==> config.mk <==
export PLATFORM = sky130hd
export DESIGN_NAME = rdsro_core
export DESIGN_NICKNAME = d
export VERILOG_FILES = /design/src/verilog/rdsro_pkg.sv /design/src/verilog/rdsro_sync2.sv /design/src/verilog/rdsro_bitfifo.sv /design/src/verilog/rdsro_core.sv
export SDC_FILE = /design/constraint.sdc
export NUM_CORES = 1
export LEC_CHECK = 0
export BUFFER_PORTS_ARGS = -buffer_cell sky130_fd_sc_hd__buf_2
export CAP_MARGIN = 20
export CORE_MARGIN = 5
export CORE_UTILIZATION = 54
export DETAILED_ROUTE_END_ITERATION = 8
export PLACE_DENSITY_LB_ADDON = 0.2
export SYNTH_ARGS = -nofsm -noshare
export SYNTH_HDL_FRONTEND = slang
export SYNTH_HIERARCHICAL = 1
export SYNTH_SLANG_ARGS = --single-unit
==> constraint.sdc <==
create_clock -name clock -period 3.3 [get_ports clock]
set_input_delay 0.165 -clock clock [delete_from_list [all_inputs] [get_ports clock]]
set_output_delay 0.165 -clock clock [all_outputs]
set_load 0.05 [all_outputs]
==> src/verilog/rdsro_pkg.sv <==
package rdsro_pkg;

  // Bus map (byte addresses)
  localparam logic [4:0] RDSRO_OFS_STATUS = 5'h00;
  localparam logic [4:0] RDSRO_OFS_CLEAR  = 5'h04;
  localparam logic [4:0] RDSRO_OFS_ENABLE = 5'h08;
  localparam logic [4:0] RDSRO_OFS_STATE  = 5'h0C;

  // Event bit positions, shared by status, clear and enable
  localparam int RDSRO_EV_W = 4;
  localparam logic [RDSRO_EV_W-1:0] RDSRO_EV_RST = 4'h0;

  // State register fields
  localparam int RDSRO_ST_READY = 0;
  localparam int RDSRO_ST_RELY  = 1;
  localparam int RDSRO_ST_ARMED = 2;
  localparam int RDSRO_ST_MODE  = 4;
  localparam int RDSRO_ST_FILL  = 8;

  // Buffer geometry
  localparam int RDSRO_DEPTH = 128;
  localparam int RDSRO_CNT_W = 8;

  // Timing
  localparam int RDSRO_CLK_NS       = 50;
  localparam int RDSRO_PHASE_NS     = 2000;
  localparam int RDSRO_PHASE_CYC    = (RDSRO_PHASE_NS + RDSRO_CLK_NS - 1) / RDSRO_CLK_NS;
  localparam int RDSRO_RDY_CHECK_NS = 750;
  localparam int RDSRO_RDY_CHECK_CYC = RDSRO_RDY_CHECK_NS / RDSRO_CLK_NS;
  localparam int RDSRO_PH_W         = 6;

  typedef enum logic [1:0] {
    RDSRO_MASTER,
    RDSRO_SLAVE,
    RDSRO_STANDBY,
    RDSRO_TEST
  } rdsro_mode_e;

  typedef enum logic [1:0] {
    RDSRO_M_IDLE,
    RDSRO_M_HIGH,
    RDSRO_M_LOW
  } rdsro_mst_e;

  // Pins from outside the clock domain
  typedef struct packed {
    logic factory_sel;
    logic mode;
    logic clear;
    logic sclk;
  } rdsro_pins_s;

  typedef struct packed {
    logic drained;
    logic overflow;
    logic detect;
    logic ready_rise;
  } rdsro_evt_s;

endpackage

==> src/verilog/rdsro_sync2.sv <==
`timescale 1ns/10ps
module rdsro_sync2 #(
  parameter int W = 1
) (
  // Clock and reset
  input  wire logic         clock,
  input  wire logic         resetn,
  // Data
  input  wire logic [W-1:0] d,
  output logic      [W-1:0] q
);
  logic [W-1:0] meta_q;

  always_ff @(posedge clock or negedge resetn) begin
    if (!resetn) begin
      meta_q <= '0;
      q      <= '0;
    end else begin
      meta_q <= d;
      q      <= meta_q;
    end
  end
endmodule

==> src/verilog/rdsro_bitfifo.sv <==
`timescale 1ns/10ps
module rdsro_bitfifo (
  // Clock and reset
  input  wire logic                            clock,
  input  wire logic                            resetn,
  // Control
  input  wire logic                            flush,
  input  wire logic                            push,
  input  wire logic                            din,
  input  wire logic                            pop,
  // State
  output logic                                 dout,
  output logic                                 empty,
  output logic                                 full,
  output logic [rdsro_pkg::RDSRO_CNT_W-1:0]    count
);
  import rdsro_pkg::*;

  localparam int AW = RDSRO_CNT_W - 1;

  logic          mem [RDSRO_DEPTH];
  logic [AW-1:0] wr_q;
  logic [AW-1:0] rd_q;
  logic          do_push;
  logic          do_pop;

  assign empty   = (count == '0);
  assign full    = (count == RDSRO_CNT_W'(RDSRO_DEPTH));
  assign do_push = push && !full;
  assign do_pop  = pop && !empty;
  assign dout    = mem[rd_q];

  always_ff @(posedge clock) begin
    if (do_push) begin
      mem[wr_q] <= din;
    end
  end

  // Oldest bit leaves first
  always_ff @(posedge clock or negedge resetn) begin
    if (!resetn) begin
      wr_q  <= '0;
      rd_q  <= '0;
      count <= '0;
    end else if (flush) begin
      wr_q  <= '0;
      rd_q  <= '0;
      count <= '0;
    end else begin
      if (do_push) begin
        wr_q <= wr_q + AW'(1);
      end
      if (do_pop) begin
        rd_q <= rd_q + AW'(1);
      end
      count <= count + RDSRO_CNT_W'(do_push) - RDSRO_CNT_W'(do_pop);
    end
  end
endmodule

==> src/verilog/rdsro_core.sv <==
// Operation
// - Select pin low: mode low gives master, mode high gives slave readout.
// - Select high, mode low: standby, oscillator halted, clock and status pins idle.
// - Reset pin high clears detector, demodulation; in slave also ready and buffer.
// - Status pin active high: reliability in master, ready in slave.
// - Master after reset holds clock and data high until detection.
// - Slave data stable for capture on either edge of host clock.
// - Ready drops after last stored bit read, rises when one bit stored.
// - Nothing stored until first detection; storing then continues regardless.
// - Mode may change between master and slave mid-readout without loss; leaving master before the clock falls drops the popped bit.
// - After master to slave, slave continues with the very next bit.
// - Clock pin driven in master, sampled as readout clock in slave; the code releases it in master while the reset pin is high.
//
// The Avalon-MM interface to the registers and the register addresses were chosen for this implementation.
`timescale 1ns/10ps
module rdsro_core (
  // Clock and reset
  input  wire logic        clock,
  input  wire logic        resetn,
  // Avalon-MM slave
  input  wire logic [4:0]  address,
  input  wire logic        read,
  input  wire logic        write,
  input  wire logic [31:0] writedata,
  output logic      [31:0] readdata,
  output logic             waitrequest,
  // Mode and reset pins
  input  wire logic        factory_sel_pin,
  input  wire logic        mode_pin,
  input  wire logic        reset_pin,
  // Serial link
  input  wire logic        serial_clock_pin_i,
  output logic             serial_clock_pin_o,
  output logic             serial_clock_pin_oe,
  output logic             serial_data_out,
  output logic             status_pin_o,
  output logic             status_pin_oe,
  // Demodulator side
  input  wire logic        rx_bit,
  input  wire logic        rx_bit_valid,
  input  wire logic        signal_detect,
  // System
  output logic             osc_enable,
  output logic             irq
);
  import rdsro_pkg::*;

  rdsro_pins_s              pins_raw;
  rdsro_pins_s              pins_s;
  rdsro_mode_e              mode_d;
  rdsro_mode_e              mode_q;
  rdsro_mst_e               mst_q;
  rdsro_evt_s               evt;
  logic [RDSRO_PH_W-1:0]    phase_q;
  logic                     rely_q;
  logic                     armed_q;
  logic                     ready_q;
  logic                     sclk_prev_q;
  logic                     is_master;
  logic                     is_slave;
  logic                     clr;
  logic                     fifo_push;
  logic                     fifo_pop;
  logic                     fifo_flush;
  logic                     fifo_dout;
  logic                     fifo_empty;
  logic                     fifo_full;
  logic [RDSRO_CNT_W-1:0]   fifo_count;
  logic                     mst_pop;
  logic                     slv_pop;
  logic                     phase_done;
  logic [RDSRO_EV_W-1:0]    sts_q;
  logic [RDSRO_EV_W-1:0]    en_q;
  logic [RDSRO_EV_W-1:0]    clr_mask;
  logic                     bus_req;
  logic                     bus_take;
  logic [31:0]              rd_mux;

  // Pins first pass two flops
  assign pins_raw = '{factory_sel: factory_sel_pin,
                      mode:        mode_pin,
                      clear:       reset_pin,
                      sclk:        serial_clock_pin_i};

  rdsro_sync2 #(
    .W ($bits(rdsro_pins_s))
  ) u_pin_sync (
    .clock  (clock),
    .resetn (resetn),
    .d      (pins_raw),
    .q      (pins_s)
  );

  assign clr = pins_s.clear;

  // Mode decode
  always_comb begin
    unique case ({pins_s.factory_sel, pins_s.mode})
      2'b00: mode_d = RDSRO_MASTER;
      2'b01: mode_d = RDSRO_SLAVE;
      2'b10: mode_d = RDSRO_STANDBY;
      2'b11: mode_d = RDSRO_TEST;
    endcase
  end

  always_ff @(posedge clock or negedge resetn) begin
    if (!resetn) begin
      mode_q <= RDSRO_STANDBY;
    end else begin
      mode_q <= mode_d;
    end
  end

  assign is_master = (mode_q == RDSRO_MASTER);
  assign is_slave  = (mode_q == RDSRO_SLAVE);

  // Test combination keeps the oscillator running, unlike standby; its clock and status pins are released
  always_ff @(posedge clock or negedge resetn) begin
    if (!resetn) begin
      osc_enable <= 1'b0;
    end else begin
      osc_enable <= (mode_d != RDSRO_STANDBY);
    end
  end

  // Reliability detector, cleared by the reset pin
  always_ff @(posedge clock or negedge resetn) begin
    if (!resetn) begin
      rely_q <= 1'b0;
    end else if (clr) begin
      rely_q <= 1'b0;
    end else begin
      rely_q <= signal_detect && osc_enable;
    end
  end

  // Storage armed by first detection and kept after loss
  always_ff @(posedge clock or negedge resetn) begin
    if (!resetn) begin
      armed_q <= 1'b0;
    end else if (clr) begin
      armed_q <= 1'b0;
    end else if (rely_q) begin
      armed_q <= 1'b1;
    end
  end

  assign fifo_push  = armed_q && rx_bit_valid && !clr && osc_enable;
  assign fifo_flush = clr && is_slave;
  assign fifo_pop   = mst_pop || slv_pop;

  rdsro_bitfifo u_buf (
    .clock  (clock),
    .resetn (resetn),
    .flush  (fifo_flush),
    .push   (fifo_push),
    .din    (rx_bit),
    .pop    (fifo_pop),
    .dout   (fifo_dout),
    .empty  (fifo_empty),
    .full   (fifo_full),
    .count  (fifo_count)
  );

  // Master sequencer: data set with clock high, host takes it on the fall
  assign phase_done = (phase_q == RDSRO_PH_W'(RDSRO_PHASE_CYC - 1));
  assign mst_pop    = is_master && armed_q && !clr && (mst_q == RDSRO_M_IDLE)
                      && !fifo_empty;

  always_ff @(posedge clock or negedge resetn) begin
    if (!resetn) begin
      mst_q   <= RDSRO_M_IDLE;
      phase_q <= '0;
    end else if (!is_master || clr) begin
      // Leaving master mid-bit returns to idle; the popped bit is lost unless the clock already fell
      mst_q   <= RDSRO_M_IDLE;
      phase_q <= '0;
    end else begin
      unique case (mst_q)
        RDSRO_M_IDLE: begin
          phase_q <= '0;
          if (mst_pop) begin
            mst_q <= RDSRO_M_HIGH;
          end
        end
        RDSRO_M_HIGH: begin
          phase_q <= phase_done ? '0 : phase_q + RDSRO_PH_W'(1);
          if (phase_done) begin
            mst_q <= RDSRO_M_LOW;
          end
        end
        RDSRO_M_LOW: begin
          phase_q <= phase_done ? '0 : phase_q + RDSRO_PH_W'(1);
          if (phase_done) begin
            mst_q <= RDSRO_M_IDLE;
          end
        end
      endcase
    end
  end

  // Clock pin: driven in master while the reset pin is low, released otherwise
  always_ff @(posedge clock or negedge resetn) begin
    if (!resetn) begin
      serial_clock_pin_oe <= 1'b0;
      serial_clock_pin_o  <= 1'b1;
    end else begin
      serial_clock_pin_oe <= is_master && !clr;
      serial_clock_pin_o  <= (mst_q != RDSRO_M_LOW) || !armed_q;
    end
  end

  // Slave readout clock edges, from the synchronised copy only
  always_ff @(posedge clock or negedge resetn) begin
    if (!resetn) begin
      sclk_prev_q <= 1'b0;
    end else begin
      sclk_prev_q <= pins_s.sclk;
    end
  end

  // Advance after the falling edge so the bit stood across both edges
  assign slv_pop = is_slave && ready_q && sclk_prev_q && !pins_s.sclk
                   && !clr;

  // Data pin: head bit in slave, popped bit in master
  always_ff @(posedge clock or negedge resetn) begin
    if (!resetn) begin
      serial_data_out <= 1'b1;
    end else if (is_master) begin
      if (clr || !armed_q) begin
        serial_data_out <= 1'b1;
      end else if (mst_pop) begin
        serial_data_out <= fifo_dout;
      end
    end else if (is_slave && !fifo_empty) begin
      serial_data_out <= fifo_dout;
    end
  end

  // Ready follows buffer occupancy once armed
  always_ff @(posedge clock or negedge resetn) begin
    if (!resetn) begin
      ready_q <= 1'b0;
    end else begin
      ready_q <= is_slave && armed_q && !clr && !fifo_empty
                 && !(slv_pop && (fifo_count == RDSRO_CNT_W'(1)));
    end
  end

  // Open-drain status: pull low when the active-high level is false
  always_ff @(posedge clock or negedge resetn) begin
    if (!resetn) begin
      status_pin_o  <= 1'b0;
      status_pin_oe <= 1'b0;
    end else begin
      status_pin_o  <= 1'b0;
      unique case (mode_q)
        RDSRO_MASTER:  status_pin_oe <= !rely_q;
        RDSRO_SLAVE:   status_pin_oe <= !ready_q;
        RDSRO_STANDBY: status_pin_oe <= 1'b0;
        RDSRO_TEST:    status_pin_oe <= 1'b0;
      endcase
    end
  end

  // Events for the interrupt block
  logic ready_prev_q;
  logic armed_prev_q;

  always_ff @(posedge clock or negedge resetn) begin
    if (!resetn) begin
      ready_prev_q <= 1'b0;
      armed_prev_q <= 1'b0;
    end else begin
      ready_prev_q <= ready_q;
      armed_prev_q <= armed_q;
    end
  end

  assign evt.ready_rise = ready_q && !ready_prev_q;
  assign evt.detect     = armed_q && !armed_prev_q;
  assign evt.overflow   = fifo_push && fifo_full;
  assign evt.drained    = !ready_q && ready_prev_q;

  // Bus: one wait cycle, then the access completes
  assign bus_req  = read || write;
  assign bus_take = bus_req && !waitrequest;
  assign clr_mask = (write && !waitrequest && address == RDSRO_OFS_CLEAR)
                    ? writedata[RDSRO_EV_W-1:0] : RDSRO_EV_RST;

  always_ff @(posedge clock or negedge resetn) begin
    if (!resetn) begin
      waitrequest <= 1'b1;
    end else begin
      waitrequest <= !(bus_req && waitrequest);
    end
  end

  always_comb begin
    rd_mux = 32'h00000000;
    unique case (address)
      RDSRO_OFS_STATUS: rd_mux[RDSRO_EV_W-1:0] = sts_q;
      RDSRO_OFS_ENABLE: rd_mux[RDSRO_EV_W-1:0] = en_q;
      RDSRO_OFS_STATE: begin
        rd_mux[RDSRO_ST_READY]                  = ready_q;
        rd_mux[RDSRO_ST_RELY]                   = rely_q;
        rd_mux[RDSRO_ST_ARMED]                  = armed_q;
        rd_mux[RDSRO_ST_MODE +: 2]              = mode_q;
        rd_mux[RDSRO_ST_FILL +: RDSRO_CNT_W]    = fifo_count;
      end
      default: rd_mux = 32'h00000000;
    endcase
  end

  always_ff @(posedge clock or negedge resetn) begin
    if (!resetn) begin
      readdata <= 32'h00000000;
    end else if (read && waitrequest) begin
      readdata <= rd_mux;
    end
  end

  always_ff @(posedge clock or negedge resetn) begin
    if (!resetn) begin
      en_q <= RDSRO_EV_RST;
    end else if (bus_take && write && address == RDSRO_OFS_ENABLE) begin
      en_q <= writedata[RDSRO_EV_W-1:0];
    end
  end

  // Set beats clear in the same cycle
  always_ff @(posedge clock or negedge resetn) begin
    if (!resetn) begin
      sts_q <= RDSRO_EV_RST;
    end else begin
      sts_q <= (sts_q & ~clr_mask) | evt;
    end
  end

  always_ff @(posedge clock or negedge resetn) begin
    if (!resetn) begin
      irq <= 1'b0;
    end else begin
      irq <= |(((sts_q & ~clr_mask) | evt) & en_q);
    end
  end

endmodule

* Yosys cells after proc, flatten, opt, wreduce, memory -nomap -nowiden
Memory sizes are Yosys's and may differ from the RTL's. Index checks and enable logic that the tools add are counted.
Word-level totals: memories 1, output and inout port bits 40, bits in registers 75, bits in writable memories 128
Cells by class: bitwise logic cells 4, reduce and logical (&&, ||, !) cells 65, add/sub/neg operators 5, muxes and demuxes 29, equal/unequal tests 20
Memory list:
- u_buf.mem | words 128, width 1, rd ports 1, clocked after memory_dff 0, write ports 1, RTL line rdsro_bitfifo.sv:21 | logic mem [RDSRO_DEPTH];
Operators by type and width (number):
- logical AND 1 bit | 33
- two-way mux 7 bit | 4
- two-way mux 8 bit | 2
- adder 7 x 1 -> 7 bit, second input constant | 2
- logical NOT 1 bit | 13
- two-way mux 6 bit | 2
- case mux 6 bit (2 select lines) | 1
- equality test 2 bit, second input constant | 5
- equality test 5 x 4 -> 1 bit, second input constant | 2
- two-way mux 2 bit | 5
- two-way mux 1 bit | 9
- case mux 3 bit (3 select lines) | 1
- adder 8 x 1 -> 8 bit | 1
- bitwise AND 4 bit | 2
- equality test 8 x 1 -> 1 bit, second input constant | 1
- equality test 8 bit, second input constant | 1
- logical NOT 8 bit | 1
- case mux 2 bit (4 select lines) | 1
- nonzero test 2 bit | 4
- subtractor 8 x 1 -> 8 bit | 1
- adder 6 x 1 -> 6 bit, second input constant | 1
- equality test 2 x 1 -> 1 bit, second input constant | 3
- equality test 6 bit, second input constant | 1
- logical NOT 2 bit | 3
- 17 further kinds | 24

* Depth between registers and ports, before layout
Gate-level depths: netlist of the first run.
depth in word-level cells 9, mapped depth 17, depth with buffers taken out 17

* Cells and area by module
Netlist of the first run, hierarchy kept.
Modules (own cells, without submodules):
- rdsro_bitfifo | area an instance 6920.4 um^2, instances 1, sequential area each 4394.2 um^2, cells each 519
- rdsro_core | area an instance 2158.3 um^2, instances 1, sequential area each 1131.1 um^2, cells each 198
- rdsro_sync2 | area an instance 200.2 um^2, instances 1, sequential area each 200.2 um^2, cells each 8

* Worst setup path after synthesis of the first run
No wires, ideal clock.
kind flip-flop to flip-flop, start point register u_buf/count[4] in the netlist's numbering, end point register u_buf/count[7] in the netlist's numbering, slack 0.021 ns, library setup time 0.078 ns, data arrival time 3.201 ns, path buffers 0, stages on the path, launching flop included 17, period minus slack after synthesis 3.279 ns, cells stage by stage dfrtp_1 > inv_1 > ha_1 > and4bb_1 > and2_1 > nor2b_1 > a32o_1 > a21boi_2 > ha_1 > inv_1 > ha_1 > a21o_1 > a21oi_1 > o21bai_1 > a2111oi_0 > o21ai_0 > a21oi_1
Between the ends: cells in the longest elaborated chain, start to end 7, elaborated cells between the ends (all ways) 11
Ends and longest elaborated chain:
- start: declaration | RTL line rdsro_bitfifo.sv:15 | output logic [rdsro_pkg::RDSRO_CNT_W-1:0] count
- start signal: assignment | RTL line rdsro_bitfifo.sv:56 | count <= count + RDSRO_CNT_W'(do_push) - RDSRO_CNT_W'(do_pop);
- logical NOT 8 bit | RTL line rdsro_bitfifo.sv:27 | assign empty = (count == '0);
- named net fifo_empty | RTL line rdsro_core.sv:66 | logic fifo_empty;
- logical NOT 1 bit | RTL line rdsro_core.sv:168 | && !fifo_empty;
- logical AND 1 bit | RTL line rdsro_core.sv:168
- logical OR 1 bit | RTL line rdsro_core.sv:150 | assign fifo_pop = mst_pop || slv_pop;
- named net fifo_pop | RTL line rdsro_core.sv:63 | logic fifo_pop;
- logical AND 1 bit | RTL line rdsro_bitfifo.sv:30 | assign do_pop = pop && !empty;
- subtractor 8 x 1 -> 8 bit | RTL line rdsro_bitfifo.sv:56
- two-way mux 8 bit | RTL line rdsro_bitfifo.sv:45 | end else if (flush) begin
The timed path passes the listed nets, and every way through them passes these cells. A chain may end at the register's enable or synchronous reset.

* Final worst setup path of the first run
start point register u_buf/count[2] in the netlist's numbering, end point register u_buf/count[6] in the netlist's numbering
The elaborated chain is that of the path after synthesis.

==> flow_summary.toml, run 1 <==
[layout]
final_cell_mix = "nor2_1, edfxtp_1, dfrtp_1"
nets = 864
final_common_cell = "nor2_1"
drive_above_1_share_pct = 21.6
area_growth_pct = 15.0
fin_area_um2 = 10700
diodes = 0

[clock_tree]
cts_tree = "done"
cts_root_buf = "clkbuf_16"
cts_buffers = 22
clock-sinks = 203
htree_levels = 1
clockBufferDepth = 3
cts.clk_slew.worst_paths_ns = 0.06
clk_latency_ns = 0.50

[detailed_routing]
avgViaCountPerCell = 5.62
drcViolationCount = 0
drtAntennaViolNets = 0
drt_iter0_markers = 393
routed_wl_um = 19300
wl_per_cell_um = 18.6
vias = 5833
first_pass_iters = 5

[setup_path]
path_cells = "inv_2 > ha_1 > and4bb_1 > and2_4 > nor2b_1 > a32o_1 > a21boi_2 > ha_1 > inv_1 > ha_2 > fa_2 > a21oi_2 > o21bai_2 > a21oi_2 > o21bai_1 > xnor2_1 > nor2_1"
critical-path-max-stage-delay_ns = 0.39
r2r_slack_ns = 0.17
crit_path_end_kind = "flop"
path_class = "reg2reg"
crit_fanout = 2
cp_slowest_cell = "dfrtp_1"
crit_required_ns = 3.68
setup.worst_path.end = "u_buf/count[6]"
cp.arrival_ns = 3.51
startpoint = "u_buf/count[2]"
r2r_start = "u_buf/count[2]"
startpoint_type = "flop"
reg2reg_to = "u_buf/count[6]"
reg2regPathDepth = 17

[global_routing]
grtUsageTotal_pct = 19.7
overflow = 0
antenna_found_initial = 0
grt_max_degree = 76
grt_pass1_vias = 6054
grt_pass1_wl_um = 31100

[yosys]
synthCells = 725
synth.top_cell.area_share_pct = 41.4
synthArstFlopShare_pct = 36.9
syn-cell-area_um2 = 9280
synthFlopType = "edfxtp_1"
seq_area_frac_synth_pct = 61.7
synth_edf_count = 128
ys_types = 64
yosys_warnings = 6
synth_top_area_cell = "edfxtp_1"
synth_area_per_cell_um2 = 12.8
yosys_register_bits = 203
synthTopCellsByArea = "edfxtp_1, dfrtp_1, nor2_1"

[sta]
clock_skew_ns = 0.00578
fin_setup_tns_ns = 0
fmax_ghz = 0.319
period_needed_ns = 3.13
timing.slew.headroom_pct = 38.4
slew_viol_final = 0
finalSetupViolCount = 0
hold_violations = 0
fin_crit_sh_pct = 95.0
worst_pin_slew_ns = 0.924

[job]
drv_cap = 0

[power_and_ir_drop]
peakVddDrop_uv = 428
p_per_area_nw_per_um2 = 613
leakage_nw = 3.93

[status]
outcome = "finished, final reports clean"

[floorplan]
die_x_um = 141
dieArea_um2 = 19900
fp-row-count = 48
die_h_um = 141
coreArea_um2 = 17100
ios = 88
start_util_pct = 54.4

[hold_path]
hold_path_class = "in2reg"

[place]
dp_hpwl_um = 12400
dpl_cell_area_um2 = 9730
port-buffer-count = 40
gp_congestion = 0.782
[cells in the mapped netlist (all sizes together), types with 5 or more instances]
library cell	number
nor2	167
edfxtp	128
dfrtp	71
nand2	40
buf	36
mux4	29
clkbuf	19
ha	19
mux2i	19
nor2b	18
inv	17
o21ai	17
a21oi	16
nand3	16
a22o	12
xnor2	10
mux2	9
xor2	9
nor3	7
nand4	5
[state kept, by name, indices dropped and copies added, names as in the netlist, 4 cells and up]
name,flops
u_buf/rd_q,7
phase_q,6
u_buf/mem,128
u_buf/wr_q,7
en_q,4
sts_q,4
u_pin_sync/q,4
u_buf/count,8
readdata,14
u_pin_sync/meta_q,4
[critical path, delay by kind of cell (launching register included)]
kind / cells / cell delay (ns)
flip-flops: 1 / 0.39
AO/OA/AOI/OAI: 6 / 0.88
AND/OR/NAND/NOR: 4 / 0.49
buffers and inverters: 2 / 0.12
XOR/XNOR: 1 / 0.16
adder cells (fa/ha/maj): 4 / 0.98
[per-stage QoR]
stage	util, %	cells	hold slack [ns]	power, mW	setup WS [ns]
finish	62.6	1037	0.0455	6.54	0.166
global route	62.6	1037	0.0560	6.84	-0.0334
CTS	62.2	1034	0.0451	6.48	0.0102
detailed placement	57.1	982	0.275	3.95	-0.0606
global placement	57.1	982	0.274	3.90	0.0527
floorplan	-	743	-0.131	3.66	0.0209
[timing repair]
action	4_1_cts	5_1_grt
resized for setup	2	15
pin swaps	0	7
endpoints found under the hold margin	84	0
hold buffers	12	0
buffers inserted	0	3
setup endpoints to repair	1	2
[power by group]
part / internal, mW / switching [mW] / leakage (nW)
combinational: 0.527 / 0.629 / 1.44
sequential: 2.81 / 0.0844 / 2.12
clock: 1.52 / 0.971 / 0.368
[area by class of cell]
class	count	area [µm²]
Clock inverter	12	115
Timing Repair Buffer	84	563
Inverter	17	63.8
Fill cell	1340	6380
Clock buffer	28	636
Multi-Input combinational cell	468	3290
Sequential cell	203	5730
Tap cell	225	282
[cells by family after synthesis]
family | Yosys count | share of synthesized area (%)
AOI/OAI and AO/OA | 74 | 5.52
xor gates and xnor gates | 19 | 1.79
adders and majority gates | 20 | 2.78
buffers and inverters | 72 | 4.11
DFF | 203 | 61.7
muxes | 57 | 10.3
other | 1 | 0.0404
and+or+nand+nor | 279 | 13.8
[layer usage]
layer / GRT usage, % / part of all wire (%) / up-vias
met2: 34.3 / 51 / 174
li1: - / - / 2706
met4: 5.46 / 2.0 / 0
met3: 3.32 / 5.7 / 32
met5: 0 / 0 / -
met1: 25.6 / 42 / 2921
[worst min path at each step]
stage / cells after the start / slack (ns) / end / startpoint
final: 4 / 0.05 / readdata[3] / address[2]
after global routing: 4 / 0.06 / readdata[3] / address[2]
after CTS: 4 / 0.05 / readdata[3] / address[2]
after detailed placement: 1 / 0.27 / u_pin_sync/meta_q[3] / factory_sel_pin
after global placement: 1 / 0.27 / u_pin_sync/meta_q[3] / factory_sel_pin
after floorplan: 0 / -0.13 / armed_prev_q / resetn
No activity file was read; power rests on OpenSTA's default activity.
==> inputs of run 2 (changes only) <==
- CTS_BUF_LIST: not set -> sky130_fd_sc_hd__clkbuf_8
- clock period: 3.3 -> 3.4 ns (I/O delays scaled with it)
==> run 2 against run 1 <==
- global-route usage increased by 0.25 points
- die area unchanged
- core utilization decreased by 0.70 points
- largest power group unchanged
- via count increased by 1.5%
- clock power decreased by 16%
- count of clock-buffer cells in the layout increased by 13
==> flow_summary.toml, run 2 (synthesis gave the netlist of run 1 again) <==
[status]
outcome = "finished, final reports clean"

[floorplan]
start_util_pct = 54.4
coreArea_um2 = 17100
dieArea_um2 = 19900
ios = 88
die_h_um = 141
die_x_um = 141
fp-row-count = 48

[power_and_ir_drop]
pwr-share-comb_pct = 17.0
peakVddDrop_uv = 356
switching_power_mw = 1.56
netSwitchingFraction_pct = 26.4
clockPowerShare_pct = 35.3
internal-power_mw = 4.33
p_per_area_nw_per_um2 = 558
leakage_nw = 3.95
seqPwrFrac_pct = 47.7

[sta]
fin_setup_tns_ns = 0
worst_pin_slew_ns = 0.939
rsz0062_at_grt = "no"
fin_crit_sh_pct = 93.5
hold_slack_ns = 0.0320
timing.slew.headroom_pct = 37.4
slew_viol_final = 0
setup_slack_ns = 0.222
period_needed_ns = 3.18
fmax_ghz = 0.315
clock_skew_ns = 0.0247
finalSetupViolCount = 0
hold_violations = 0

[global_routing]
grt_pass1_wl_um = 31400
grt_pass1_vias = 6118
grt_max_degree = 76
antenna_found_initial = 0
overflow = 0
grtUsageTotal_pct = 19.9

[layout]
final_cell_mix = "nor2_1, edfxtp_1, dfrtp_1"
diodes = 0
nets = 872
final_cells = 1053
area_growth_pct = 13.7
fin_area_um2 = 10600
drive_above_1_share_pct = 20.7
final_common_cell = "nor2_1"
largest_register_ffs = 128
regMostFlops = "u_buf/mem"
largestRegisters = "u_buf/mem (128), readdata (14), u_buf/count (8)"

[place]
gp_congestion = 0.763
dpl_cell_area_um2 = 9710
placed_cells_incl_taps = 978
port-buffer-count = 40
dp_hpwl_um = 12500
preCtsSetupSlack_ns = 0.0175

[job]
drv_cap = 0

[detailed_routing]
routed_wl_um = 19500
drtAntennaViolNets = 0
drt_iter0_markers = 389
drcViolationCount = 0
avgViaCountPerCell = 5.62
first_pass_iters = 5
vias = 5923
wl_per_cell_um = 18.5

[setup_path]
crit_fanout = 2
crit_path_end_kind = "flop"
r2r_slack_ns = 0.22
reg2regPathDepth = 17
cp.arrival_ns = 3.56
startpoint_type = "flop"
path_class = "reg2reg"
r2r_start = "u_buf/count[2]"
reg2reg_to = "u_buf/count[6]"
crit_required_ns = 3.78

[clock_tree]
cts_root_buf = "clkbuf_8"
clock-sinks = 203
htree_levels = 2
clk_latency_ns = 0.51
cts_buffers = 35
cts_tree = "done"
postCtsSetupRepairBufs = 0
cts.clk_slew.worst_paths_ns = 0.06
clockBufferDepth = 3

[hold_path]
hold_depth = 4
hold_path_class = "in2reg"
min_to = "readdata[3]"
holdCritStartpoint = "address[2]"
-- run 2: cell types whose count changed in the layout (fill, tap and decap cells not counted), sizes merged --
cell and change:
inv +16, clkbuf +13, buf -6, clkinv -6, bufinv -1, clkinvlp -1, dlygate4sd3 +1
-- run 2: timing repair --
action | in CTS | in global routing
pin swaps | 0 | 4
endpoints found under the hold margin | 84 | 2
setup endpoints to repair | 1 | 2
hold buffers | 12 | 1
gates resized for setup | 1 | 6
-- run 2: routing by layer --
layer / track usage [%] / part of all wire (%) / wire (µm)
met1: 26.6 / 42 / 8210
met2: 32.9 / 50 / 9670
met3: 4.00 / 6.5 / 1260
met4: 6.94 / 1.7 / 331
met5: 0 / 0 / 0
-- run 2: how the worst max path moves through the flow --
stage,from,endpoint,slack [ns],cells past startpoint
2_1_floorplan,u_buf/count[4],u_buf/count[7],0.12,16
3_3_place_gp,u_buf/count[4],u_buf/count[7],0.10,16
3_5_place_dp,u_buf/count[4],u_buf/count[7],0.02,16
4_1_cts,u_buf/count[4],u_buf/count[7],0.008,16
5_1_grt,u_buf/count[2],u_buf/count[7],0.00006,16
6_report,u_buf/count[2],u_buf/count[6],0.22,17
-- run 2: layout make-up --
cell class                 instances  area (µm²)
sequential                       203        5730
inverter                          17        63.8
timing repair buffer              79         553
fill                            1339        6500
clock buffer                      41         564
multi-input combinational        468        3260
clock inverter                    20         104
tap                              225         282
-- run 2: worst max-delay path, stage by stage (launching register included) --
cell      delay, ns
dfrtp_1        0.40
inv_1          0.09
ha_1           0.14
and4bb_1       0.22
and2_4         0.16
nor2b_2        0.04
a32o_1         0.25
a21boi_2       0.16
ha_1           0.28
inv_1          0.04
ha_1           0.20
fa_2           0.37
a21oi_2        0.14
o21bai_1       0.10
a21oi_1        0.15
o21bai_1       0.09
xnor2_1        0.17
nor2_1         0.05
-- run 2: metrics by stage --
stage	utilization, %	power (mW)
finish	61.9	5.89
global route	61.9	6.20
CTS	61.6	5.91
detailed placement	57.0	3.80
global placement	57.0	3.76
floorplan	-	3.56
-- run 2: power by group through the flow --
stage	clock, mW	sequential, mW	combinational, mW
floorplan	0	2.88	0.674
global placement	0	2.85	0.910
detailed placement	0	2.86	0.941
CTS	2.13	2.81	0.963
global route	2.27	2.82	1.11
finish	2.08	2.81	1.00
==> inputs of run 3 (changes only) <==
- PLACE_DENSITY: not set -> 0.84
- PLACE_DENSITY_LB_ADDON: 0.2 -> not set
==> run 3 against run 2 <==
- hold slack better by 0.0037 ns
- critical endpoint unchanged
- cell area is 0.85% lower
- non-clock buffer count is 2 lower
==> flow_summary.toml, run 3 (synthesis gave the netlist of run 1 again) <==
[status]
outcome = "finished, final reports clean"

[global_routing]
overflow = 0
grt_max_degree = 76
grtUsageTotal_pct = 19.6
grt_pass1_vias = 5961
antenna_found_initial = 0
grt_pass1_wl_um = 31000

[clock_tree]
postCtsSetupRepairBufs = 0
cts.clk_slew.worst_paths_ns = 0.06
cts_root_buf = "clkbuf_8"
clock-sinks = 203
clk_latency_ns = 0.51
htree_levels = 2
cts_tree = "done"
cts_buffers = 34
clockBufferDepth = 3

[floorplan]
dieArea_um2 = 19900
die_h_um = 141
die_x_um = 141
coreArea_um2 = 17100
start_util_pct = 54.4
ios = 88
fp-row-count = 48

[power_and_ir_drop]
pwr-share-comb_pct = 17.2
switching_power_mw = 1.57
seqPwrFrac_pct = 48.6
peakVddDrop_uv = 291
internal-power_mw = 4.21
clockPowerShare_pct = 34.1
leakage_nw = 3.89
netSwitchingFraction_pct = 27.2
total_power_mw = 5.77
p_per_area_nw_per_um2 = 552

[setup_path]
reg2reg_to = "u_buf/count[6]"
r2r_slack_ns = 0.19
cp_common_cell = "ha_1"
r2r_start = "u_buf/count[4]"
path_cells = "inv_1 > ha_1 > and4bb_1 > and2_1 > nor2b_2 > a32o_1 > a21boi_2 > ha_1 > inv_1 > ha_1 > fa_1 > a21oi_1 > o21bai_1 > a21oi_1 > o21bai_1 > xnor2_1 > nor2_1"
crit_fanout = 2
startpoint_type = "flop"
path_class = "reg2reg"
critical-path-max-stage-delay_ns = 0.41
cp.arrival_ns = 3.60
reg2regPathDepth = 17
cp_slowest_cell = "fa_1"
crit_path_end_kind = "flop"
crit_required_ns = 3.79

[detailed_routing]
first_pass_iters = 5
wl_per_cell_um = 18.0
drtAntennaViolNets = 0
routed_wl_um = 18900
drt_iter0_markers = 580
drcViolationCount = 0
vias = 5909
avgViaCountPerCell = 5.63

[place]
dp_hpwl_um = 11800
preCtsSetupSlack_ns = 0.0154
port-buffer-count = 40
gp_congestion = 0.819

[sta]
period_needed_ns = 3.21
timing.slew.headroom_pct = 38.6
fin_crit_sh_pct = 94.5
clock_skew_ns = 0.0126
setup_slack_ns = 0.188
slew_viol_final = 0
hold_slack_ns = 0.0358
worst_pin_slew_ns = 0.920
finalSetupViolCount = 0
fmax_ghz = 0.311
hold_violations = 0

[job]
drv_cap = 0

[layout]
final_cell_mix = "nor2_1, edfxtp_1, dfrtp_1"
diodes = 0
largest_register_ffs = 128
final_common_cell = "nor2_1"
area_growth_pct = 12.8
nets = 869
drive_above_1_share_pct = 20.0
postLayoutCoreUtil_pct = 61.3
largestRegisters = "u_buf/mem (128), readdata (14), u_buf/count (8)"
regMostFlops = "u_buf/mem"

[hold_path]
hold_depth = 4
min_to = "readdata[3]"
holdCritStartpoint = "address[2]"
hold_path_class = "in2reg"
-- run 3: worst max path at each step --
stage | slack (ns) | from | to
2_1_floorplan | 0.12 | u_buf/count[4] | u_buf/count[7]
3_3_place_gp | 0.12 | u_buf/count[4] | u_buf/count[7]
3_5_place_dp | 0.02 | u_buf/count[2] | u_buf/count[7]
4_1_cts | 0.03 | u_buf/count[4] | u_buf/count[7]
5_1_grt | -0.01 | u_buf/count[3] | u_buf/count[6]
6_report | 0.19 | u_buf/count[4] | u_buf/count[6]
-- run 3: worst max-delay path: cells and delay by family, from the launching register on --
family / cells / cell delay [ns]
fa+ha+maj: 4 / 1.04
compound gates: 6 / 0.91
simple gates: 4 / 0.53
flops: 1 / 0.38
xor+xnor: 1 / 0.14
buf+inv: 2 / 0.12
-- run 3: repair_timing --
item                                    4_1_cts  5_1_grt
gates resized for setup                       1        4
endpoints found under the setup margin        1        1
pin swaps                                     0        1
hold buffers                                 12        0
endpoints found under the hold margin        84        0
-- run 3: area by class of cell --
| class | count | area, µm² |
|---|---|---|
| inverters | 17 | 63.8 |
| clock buffers | 35 | 482 |
| repair buffers | 77 | 523 |
| multi-input cells | 468 | 3250 |
| flip-flops and latches | 203 | 5730 |
| well taps | 225 | 282 |
| clock inverters | 24 | 135 |
| fillers | 1280 | 6590 |
-- run 3: metrics by stage --
stage | setup TNS, ns | cell area, µm² | std cells
CTS | 0 | 10500 | 1049
floorplan | 0 | 9350 | 743
global route | -0.0138 | 10500 | 1049
finish | 0 | 10500 | 1049
global placement | 0 | 9710 | 978
detailed placement | 0 | 9710 | 978
-- run 3: power by group through the flow --
stage	sequential, mW	combinational, mW	clock [mW]
2_1_floorplan	2.88	0.674	0
3_3_place_gp	2.85	0.918	0
3_5_place_dp	2.86	0.949	0
4_1_cts	2.81	0.973	2.02
5_1_grt	2.82	1.11	2.13
6_report	2.81	0.994	1.97
-- run 3: per-layer routing --
| layer | share of wire, % | vias up | track usage (%) | wire length (µm) |
|---|---|---|---|---|
| met5 | 0 | - | 0 | 0 |
| met4 | 2.6 | 0 | 7.14 | 489 |
| met3 | 8.2 | 43 | 4.04 | 1550 |
| met2 | 50 | 239 | 32.1 | 9400 |
| met1 | 39 | 2914 | 26.2 | 7430 |
| li1 | - | 2713 | - | - |
